## src/inc/pms_pkg.sv

```systemverilog
// Constants and types for the channel status and fault reporting block
// Function
// - Each of the eight channels keeps its own lower output limit, zero after reset.
// - Each of the eight channels keeps its own upper output limit, zero after reset.
// - Each channel's present control output is readable, starts at zero and ignores host writes.
// - Each channel's accumulated integral term is readable, starts at zero, for all eight channels.
// - An out-of-tolerance external supply reports code a601 with RUN off and ERROR steady on.
// - A faulty cold junction compensation reports code a602 with RUN off and ERROR on.
// - Invalid factory calibration data reports code a603 with RUN off and ERROR on.
// - An alarm-class range violation reports a400 plus the channel with RUN off and ERROR on.
// - A blinking warning range violation reports a000 plus the channel, RUN on, ERROR blinking.
// - A quiet warning range violation reports a800 plus the channel, RUN on and ERROR off.
package pms_pkg;

	localparam int CHANNELS = 8;
	localparam int CH_W = 3;
	localparam int VALUE_W = 32;
	localparam int CODE_W = 16;

	localparam logic [VALUE_W-1:0] VALUE_RESET = 32'h0000_0000;
	localparam logic [CODE_W-1:0] CODE_NONE = 16'h0000;
	localparam logic [CODE_W-1:0] CODE_HW_FAIL = 16'ha600;
	localparam logic [CODE_W-1:0] CODE_SUPPLY = 16'ha601;
	localparam logic [CODE_W-1:0] CODE_CJC = 16'ha602;
	localparam logic [CODE_W-1:0] CODE_CAL = 16'ha603;
	localparam logic [CODE_W-1:0] CODE_RANGE_ALARM = 16'ha400;
	localparam logic [CODE_W-1:0] CODE_RANGE_BLINK = 16'ha000;
	localparam logic [CODE_W-1:0] CODE_RANGE_QUIET = 16'ha800;

	// Error indicator blink: half period in milliseconds, clock in kHz
	localparam int BLINK_HALF_MS = 500;
	localparam int CLK_KHZ = 125000;
	localparam int BLINK_HALF_CYCLES = BLINK_HALF_MS * CLK_KHZ;

	typedef enum logic [1:0] {
		PMS_SEL_LOWER,
		PMS_SEL_UPPER,
		PMS_SEL_OUTPUT,
		PMS_SEL_INTEGRAL
	} pms_sel_t;

	typedef enum logic [1:0] {
		PMS_ERR_OFF,
		PMS_ERR_ON,
		PMS_ERR_BLINK
	} pms_err_mode_t;

	typedef struct packed {
		logic hw_fail;
		logic supply_fault;
		logic cjc_fault;
		logic cal_fault;
		logic [CHANNELS-1:0] range_alarm;
		logic [CHANNELS-1:0] range_warn_blink;
		logic [CHANNELS-1:0] range_warn_quiet;
	} pms_faults_t;

	typedef struct packed {
		logic valid;
		logic [CH_W-1:0] ch;
		logic [VALUE_W-1:0] output_value;
		logic [VALUE_W-1:0] integral;
	} pms_loop_upd_t;

	typedef struct packed {
		logic wr_en;
		logic rd_en;
		pms_sel_t sel;
		logic [CH_W-1:0] ch;
		logic [VALUE_W-1:0] wdata;
	} pms_host_req_t;

endpackage : pms_pkg

```

## src/design/pms_status.sv

```systemverilog
// Per-channel limit and readback store with fault code and indicator reporting
`timescale 1ns/1ns
`default_nettype none

module pms_status #(
	parameter int unsigned BLINK_HALF = pms_pkg::BLINK_HALF_CYCLES
) (
	input wire logic ref_clk,
	input wire logic sys_rst,
	input wire pms_pkg::pms_host_req_t host_req,
	output logic [pms_pkg::VALUE_W-1:0] rd_data,
	output logic rd_valid,
	input wire pms_pkg::pms_loop_upd_t loop_upd,
	input wire pms_pkg::pms_faults_t faults_async,
	output logic [pms_pkg::VALUE_W-1:0] lower_output_limit_bus,
	output logic [pms_pkg::VALUE_W-1:0] upper_output_limit_bus,
	output logic [pms_pkg::CH_W-1:0] limit_ch,
	output logic [pms_pkg::CODE_W-1:0] error_code,
	output logic alarm_active,
	output logic warning_active,
	output logic run_led,
	output logic err_led
);

	localparam int CNT_W = $clog2(BLINK_HALF + 1);

	// Lowest numbered channel with a flag set; callers gate on a nonzero vector
	function automatic logic [pms_pkg::CH_W-1:0] first_ch(
		input logic [pms_pkg::CHANNELS-1:0] flags
	);
		logic [pms_pkg::CH_W-1:0] idx;
		idx = '0;
		for (int i = pms_pkg::CHANNELS - 1; i >= 0; i--)
		begin
			if (flags[i])
			begin
				idx = pms_pkg::CH_W'(i);
			end
		end
		return idx;
	endfunction : first_ch

	function automatic logic [pms_pkg::CODE_W-1:0] ch_code(
		input logic [pms_pkg::CODE_W-1:0] base,
		input logic [pms_pkg::CHANNELS-1:0] flags
	);
		return base | pms_pkg::CODE_W'(first_ch(flags));
	endfunction : ch_code

	// Parameter store
	logic [pms_pkg::VALUE_W-1:0] lower_reg [pms_pkg::CHANNELS];
	logic [pms_pkg::VALUE_W-1:0] lower_next [pms_pkg::CHANNELS];
	logic [pms_pkg::VALUE_W-1:0] upper_reg [pms_pkg::CHANNELS];
	logic [pms_pkg::VALUE_W-1:0] upper_next [pms_pkg::CHANNELS];
	logic [pms_pkg::VALUE_W-1:0] out_reg [pms_pkg::CHANNELS];
	logic [pms_pkg::VALUE_W-1:0] out_next [pms_pkg::CHANNELS];
	logic [pms_pkg::VALUE_W-1:0] integ_reg [pms_pkg::CHANNELS];
	logic [pms_pkg::VALUE_W-1:0] integ_next [pms_pkg::CHANNELS];
	logic [pms_pkg::VALUE_W-1:0] rd_data_reg;
	logic [pms_pkg::VALUE_W-1:0] rd_data_next;
	logic rd_valid_reg;
	logic rd_valid_next;
	logic [pms_pkg::VALUE_W-1:0] lo_bus_reg;
	logic [pms_pkg::VALUE_W-1:0] lo_bus_next;
	logic [pms_pkg::VALUE_W-1:0] up_bus_reg;
	logic [pms_pkg::VALUE_W-1:0] up_bus_next;
	logic [pms_pkg::CH_W-1:0] lim_ch_reg;
	logic [pms_pkg::CH_W-1:0] lim_ch_next;

	always_comb
	begin
		for (int c = 0; c < pms_pkg::CHANNELS; c++)
		begin
			lower_next[c] = lower_reg[c];
			upper_next[c] = upper_reg[c];
			out_next[c] = out_reg[c];
			integ_next[c] = integ_reg[c];
		end
		if (host_req.wr_en)
		begin
			// Output and integral selections are monitor-only: writes fall through
			unique case (host_req.sel)
				pms_pkg::PMS_SEL_LOWER: lower_next[host_req.ch] = host_req.wdata;
				pms_pkg::PMS_SEL_UPPER: upper_next[host_req.ch] = host_req.wdata;
				pms_pkg::PMS_SEL_OUTPUT: ;
				pms_pkg::PMS_SEL_INTEGRAL: ;
			endcase
		end
		if (loop_upd.valid)
		begin
			out_next[loop_upd.ch] = loop_upd.output_value;
			integ_next[loop_upd.ch] = loop_upd.integral;
		end
		rd_valid_next = host_req.rd_en;
		rd_data_next = rd_data_reg;
		if (host_req.rd_en)
		begin
			unique case (host_req.sel)
				pms_pkg::PMS_SEL_LOWER: rd_data_next = lower_reg[host_req.ch];
				pms_pkg::PMS_SEL_UPPER: rd_data_next = upper_reg[host_req.ch];
				pms_pkg::PMS_SEL_OUTPUT: rd_data_next = out_reg[host_req.ch];
				pms_pkg::PMS_SEL_INTEGRAL: rd_data_next = integ_reg[host_req.ch];
			endcase
		end
		// Limits are shown to the control loop one channel per cycle, round robin
		lim_ch_next = lim_ch_reg + pms_pkg::CH_W'(1);
		lo_bus_next = lower_reg[lim_ch_reg];
		up_bus_next = upper_reg[lim_ch_reg];
	end

	always_ff @(posedge ref_clk)
	begin
		if (sys_rst)
		begin
			for (int c = 0; c < pms_pkg::CHANNELS; c++)
			begin
				lower_reg[c] <= pms_pkg::VALUE_RESET;
				upper_reg[c] <= pms_pkg::VALUE_RESET;
				out_reg[c] <= pms_pkg::VALUE_RESET;
				integ_reg[c] <= pms_pkg::VALUE_RESET;
			end
			rd_data_reg <= pms_pkg::VALUE_RESET;
			rd_valid_reg <= 1'b0;
			lo_bus_reg <= pms_pkg::VALUE_RESET;
			up_bus_reg <= pms_pkg::VALUE_RESET;
			lim_ch_reg <= '0;
		end
		else
		begin
			for (int c = 0; c < pms_pkg::CHANNELS; c++)
			begin
				lower_reg[c] <= lower_next[c];
				upper_reg[c] <= upper_next[c];
				out_reg[c] <= out_next[c];
				integ_reg[c] <= integ_next[c];
			end
			rd_data_reg <= rd_data_next;
			rd_valid_reg <= rd_valid_next;
			lo_bus_reg <= lo_bus_next;
			up_bus_reg <= up_bus_next;
			lim_ch_reg <= lim_ch_next;
		end
	end

	// Fault inputs come from analog monitors outside this clock domain
	pms_pkg::pms_faults_t sync1_reg;
	pms_pkg::pms_faults_t sync2_reg;

	always_ff @(posedge ref_clk)
	begin
		if (sys_rst)
		begin
			sync1_reg <= '0;
			sync2_reg <= '0;
		end
		else
		begin
			sync1_reg <= faults_async;
			sync2_reg <= sync1_reg;
		end
	end

	// Fault priority and indicator selection
	logic [pms_pkg::CODE_W-1:0] code_reg;
	logic [pms_pkg::CODE_W-1:0] code_next;
	logic alarm_reg;
	logic alarm_next;
	logic warn_reg;
	logic warn_next;
	pms_pkg::pms_err_mode_t mode_reg;
	pms_pkg::pms_err_mode_t mode_next;
	logic run_reg;
	logic run_next;

	always_comb
	begin
		code_next = pms_pkg::CODE_NONE;
		mode_next = pms_pkg::PMS_ERR_OFF;
		alarm_next = 1'b1;
		warn_next = 1'b0;
		// Alarms first so a warning can never mask a stopped module
		if (sync2_reg.hw_fail)
		begin
			code_next = pms_pkg::CODE_HW_FAIL;
		end
		else if (sync2_reg.supply_fault)
		begin
			code_next = pms_pkg::CODE_SUPPLY;
		end
		else if (sync2_reg.cjc_fault)
		begin
			code_next = pms_pkg::CODE_CJC;
		end
		else if (sync2_reg.cal_fault)
		begin
			code_next = pms_pkg::CODE_CAL;
		end
		else if (|sync2_reg.range_alarm)
		begin
			code_next = ch_code(pms_pkg::CODE_RANGE_ALARM, sync2_reg.range_alarm);
		end
		else
		begin
			alarm_next = 1'b0;
			if (|sync2_reg.range_warn_blink)
			begin
				code_next = ch_code(pms_pkg::CODE_RANGE_BLINK, sync2_reg.range_warn_blink);
				mode_next = pms_pkg::PMS_ERR_BLINK;
				warn_next = 1'b1;
			end
			else if (|sync2_reg.range_warn_quiet)
			begin
				code_next = ch_code(pms_pkg::CODE_RANGE_QUIET, sync2_reg.range_warn_quiet);
				warn_next = 1'b1;
			end
		end
		if (alarm_next)
		begin
			mode_next = pms_pkg::PMS_ERR_ON;
		end
		run_next = !alarm_next;
	end

	always_ff @(posedge ref_clk)
	begin
		if (sys_rst)
		begin
			code_reg <= pms_pkg::CODE_NONE;
			alarm_reg <= 1'b0;
			warn_reg <= 1'b0;
			mode_reg <= pms_pkg::PMS_ERR_OFF;
			run_reg <= 1'b1;
		end
		else
		begin
			code_reg <= code_next;
			alarm_reg <= alarm_next;
			warn_reg <= warn_next;
			mode_reg <= mode_next;
			run_reg <= run_next;
		end
	end

	// Blink timer restarts whenever blinking is not selected, so each blink opens lit
	logic [CNT_W-1:0] blink_cnt_reg;
	logic [CNT_W-1:0] blink_cnt_next;
	logic blink_ph_reg;
	logic blink_ph_next;
	logic err_led_reg;
	logic err_led_next;

	always_comb
	begin
		blink_cnt_next = blink_cnt_reg;
		blink_ph_next = blink_ph_reg;
		if (mode_reg != pms_pkg::PMS_ERR_BLINK)
		begin
			blink_cnt_next = '0;
			blink_ph_next = 1'b1;
		end
		else if (blink_cnt_reg == CNT_W'(BLINK_HALF - 1))
		begin
			blink_cnt_next = '0;
			blink_ph_next = !blink_ph_reg;
		end
		else
		begin
			blink_cnt_next = blink_cnt_reg + CNT_W'(1);
		end
		unique case (mode_reg)
			pms_pkg::PMS_ERR_OFF: err_led_next = 1'b0;
			pms_pkg::PMS_ERR_ON: err_led_next = 1'b1;
			pms_pkg::PMS_ERR_BLINK: err_led_next = blink_ph_reg;
			default: err_led_next = 1'b1;
		endcase
	end

	always_ff @(posedge ref_clk)
	begin
		if (sys_rst)
		begin
			blink_cnt_reg <= '0;
			blink_ph_reg <= 1'b1;
			err_led_reg <= 1'b0;
		end
		else
		begin
			blink_cnt_reg <= blink_cnt_next;
			blink_ph_reg <= blink_ph_next;
			err_led_reg <= err_led_next;
		end
	end

	assign rd_data = rd_data_reg;
	assign rd_valid = rd_valid_reg;
	assign lower_output_limit_bus = lo_bus_reg;
	assign upper_output_limit_bus = up_bus_reg;
	assign limit_ch = lim_ch_reg;
	assign error_code = code_reg;
	assign alarm_active = alarm_reg;
	assign warning_active = warn_reg;
	assign run_led = run_reg;
	assign err_led = err_led_reg;

endmodule : pms_status

`default_nettype wire

```

## config.mk

```make
export PLATFORM = sky130hd
export DESIGN_NAME = pms_status
export DESIGN_NICKNAME = d
export VERILOG_FILES = /design/src/inc/pms_pkg.sv /design/src/design/pms_status.sv
export SDC_FILE = /design/constraint.sdc
export NUM_CORES = 2
export LEC_CHECK = 0
export ABC_CLOCK_PERIOD_IN_PS = 2280
export BUFFER_PORTS_ARGS = -buffer_cell sky130_fd_sc_hd__buf_2
export CAP_MARGIN = 20
export CELL_PAD_IN_SITES_DETAIL_PLACEMENT = 0
export CELL_PAD_IN_SITES_GLOBAL_PLACEMENT = 1
export CORE_ASPECT_RATIO = 1.2
export CORE_UTILIZATION = 45
export DETAILED_ROUTE_END_ITERATION = 7
export PLACE_DENSITY_LB_ADDON = 0.1
export SYNTH_ARGS = -nofsm -noshare
export SYNTH_HDL_FRONTEND = slang
export SYNTH_SLANG_ARGS = --single-unit
```

## constraint.sdc

```tcl
create_clock -name ref_clk -period 2.28 [get_ports ref_clk]
set_input_delay 0.342 -clock ref_clk [delete_from_list [all_inputs] [get_ports ref_clk]]
set_output_delay 0.342 -clock ref_clk [all_outputs]
set_load 0.01 [all_outputs]
```

==> impl_results.md <==
* Arr. time, crit path at ~2.9 ns
* WHS at 0.172 ns
* Most frequent cells in the layout: nand2_1, dfxtp_1, a21oi_1, buf_4, buf_2
* Pleak at approximately 23 nW
* CTS tree: yes
* CP Cell Sequence: mux4_2 > nor2_1 > nor2_1 > a211oi_1 > buf_4 > a31oi_1 > a32o_1
* Outcome: complete, no violations
* Number of CTS-inserted buffers at 134
* Initial core utilization at 0.455
* Vias in the first global route at between 40000 and 50000
* Primary FF master, synth: dfxtp_1
* Hold WC Path Type: primary input to flip-flop
* Die width at 317 um
* Root Buffer: clkbuf_16
* Drt wl/cell at 27.2 um
* # rows at 138
* Delay-heaviest family, CP: compound AO/OA/AOI/OAI gates
* Synthesized instance count at approximately 6500
* Share of cells above drive strength 1 at 0.178
* Ys Warns at 0
* Commonest non-fill, non-tap cell in the layout: nand2_1
* Clock Pin Slew Worst Setup and Hold Paths at 0.06 ns
* GRT Total Usage at 0.375
* Post-synthesis sequential area ratio at 0.455
* Fmax at 447 MHz
* Count of final max-slew check failures at 0
* GPL Wtd Cong at 0.928
* Via count at 50400
* Core Area at 118000 um^2
* Post-route minimum period at 2.24 ns
* Largest net degree at the start of global routing at ~200
* DP Area at 59500 um^2
* Maxcap violations at 0
* Fin Setup TNS at 0 ns
* Clock Sinks at 1219
* Post-DRT Antenna Nets at 0
* Critical Path Most Common Cell: nor2_1
* Synth unique cells at a little under 70
* Post-CTS Setup Inserts at 0
* DP Wirelength at around 150 mm
* First DRT Iteration DRCs at 5704
* Post-synth EDFFs at 0
* Synthesized cell area at 53700 um^2
* Setup Viol. Count Final at 0
* Worst-Skew Late Latency at 0.79 ns
* Crit-path slowest cell: a211oi_1
* Share of flip-flops with an asynchronous set or reset at 0
* Ports at between 200 and 300
* Unrepaired setup endpoints after global routing: no
* Slowest Stage Delay on Critical Path at 0.56 ns
* Die area at 121000 um^2
* Buffers & Inverters on Critical Path at 1
* IO buf count at 248
* Maximum VDD drop at 651 uV
* Relative slew slack at 0.280
* Die H at about 380 um
* WP data required at 2.96 ns
* CTS Buffer Depth at 3
* Tcrit/Tclk final at 0.982
* Worst Tran Pin Value at 1.08 ns
* Synth-to-Final Area Change at 21.3%
* H-tree levels at 4
* Final Hold Fails at 0
* DRT Wirelength at 231 mm
* First-pass GRT wire length at 334 mm
* Syn Area/Cell at 8.25 um^2
* First drt pass iteration count at 6
* Critical path endpoint category: flip-flop
* Yosys reg bits at 1219
* Clk_skew at 0.0190 ns
* Power Dens Cells at 749 nW/um^2
* Design Area, Final at between 60000 and 70000 um^2
* DRC viols at 0
* Fin nets at 6966
* Antenna violations before repair at 11
* CP startpoint kind: flip-flop
* WS Path Type: flip-flop to flip-flop
* Routed vias/inst at 5.95
* Crit-path max FO at 2
* Total gr overflow at 0
[worst min-delay path, stage by stage]
cell and delay (ns):
buf_2 0.23, nor2_4 0.15, nand2_1 0.09, o21ai_0 0.07
[repair_timing]
action                                  in CTS  in global routing
hold buffers                               126                  0
endpoints found under the setup margin       1                  0
endpoints found under the hold margin     1054                  0
resized for setup                            1                  0
[synth_stat cells, drive strengths merged, types with 7 or more instances]
master / count / share of area
nand2: 2199 / 0.15
dfxtp: 1219 / 0.45
a21oi: 1145 / 0.11
clkbuf: 489 / 0.036
mux2i: 220 / 0.041
nor2: 207 / 0.015
mux4: 183 / 0.077
buf: 160 / 0.018
mux2: 87 / 0.018
o21ai: 69 / 0.0064
nor2b: 67 / 0.0078
a221oi: 66 / 0.011
a22oi: 33 / 0.0046
nand3: 29 / 0.0027
nor3: 26 / 0.0029
o2bb2ai: 25 / 0.0041
o221ai: 21 / 0.0034
o22ai: 21 / 0.0024
a22o: 20 / 0.0033
a221o: 19 / 0.0035
a222oi: 18 / 0.0034
inv: 16 / 0.0011
xnor2: 14 / 0.0023
a32oi: 13 / 0.0021
a211oi: 12 / 0.0017
a31oi: 12 / 0.0014
xor2: 12 / 0.0020
nand2b: 11 / 0.0013
nor4: 11 / 0.0013
o31ai: 8 / 0.0011
nand4: 7 / 0.00082
[routing by layer]
metal,up-vias,track usage,wire length (um)
li1,22700,-,-
met1,24500,0.473,90700
met2,2465,0.600,106000
met3,592,0.0734,19700
met4,10,0.207,13900
met5,-,0,63
[final timing paths]
check	from	endpoint	slack, ns	cells after the start
hold / removal	host_req[37]	rd_data[24]	0.17	4
hold reg to reg	sync1_reg[10]	sync2_reg[10]	0.43	1
setup reg to reg	out_reg[6][19]	rd_data[19]	0.04	7
setup / recovery	out_reg[6][19]	rd_data[19]	0.04	7
[cells by family after synthesis]
logic type / after synthesis / share of synthesized area
multiplexers: 490 / 0.136
buffers and inverters: 665 / 0.0547
flip-flops: 1219 / 0.455
other: 1 / 0.0000699
adder cells (fa/ha/maj): 2 / 0.000466
AND/OR/NAND/NOR: 2581 / 0.188
XOR/XNOR: 26 / 0.00424
AO/OA/AOI/OAI: 1522 / 0.162
[where the power goes]
part	total, mW	internal (mW)	switching (mW)
sequential	21.9	21.7	0.271
clock	22.1	12.7	9.36
combinational	4.72	1.68	3.04
[stage by stage]
stage	setup WS [ns]	power (mW)	instances	utilization
floorplan	0.259	24.6	6513	-
global placement	-0.608	26.8	8105	0.504
global route	0.0193	49.9	8464	0.551
detailed placement	-0.629	26.8	8105	0.504
finish	0.0416	48.8	8465	0.551
CTS	0.0190	48.8	8463	0.551
[cell type report]
cell class / count / area [um^2]
Timing Repair Buffer: 827 / 7660
Fill cell: 10800 / 53000
Sequential cell: 1219 / 24400
Clock inverter: 37 / 385
Inverter: 16 / 60.1
Multi-Input combinational cell: 4629 / 26700
Antenna cell: 2 / 5.00
Tap cell: 1540 / 1930
Clock buffer: 195 / 4000
Power figures use the tool's default switching activity.
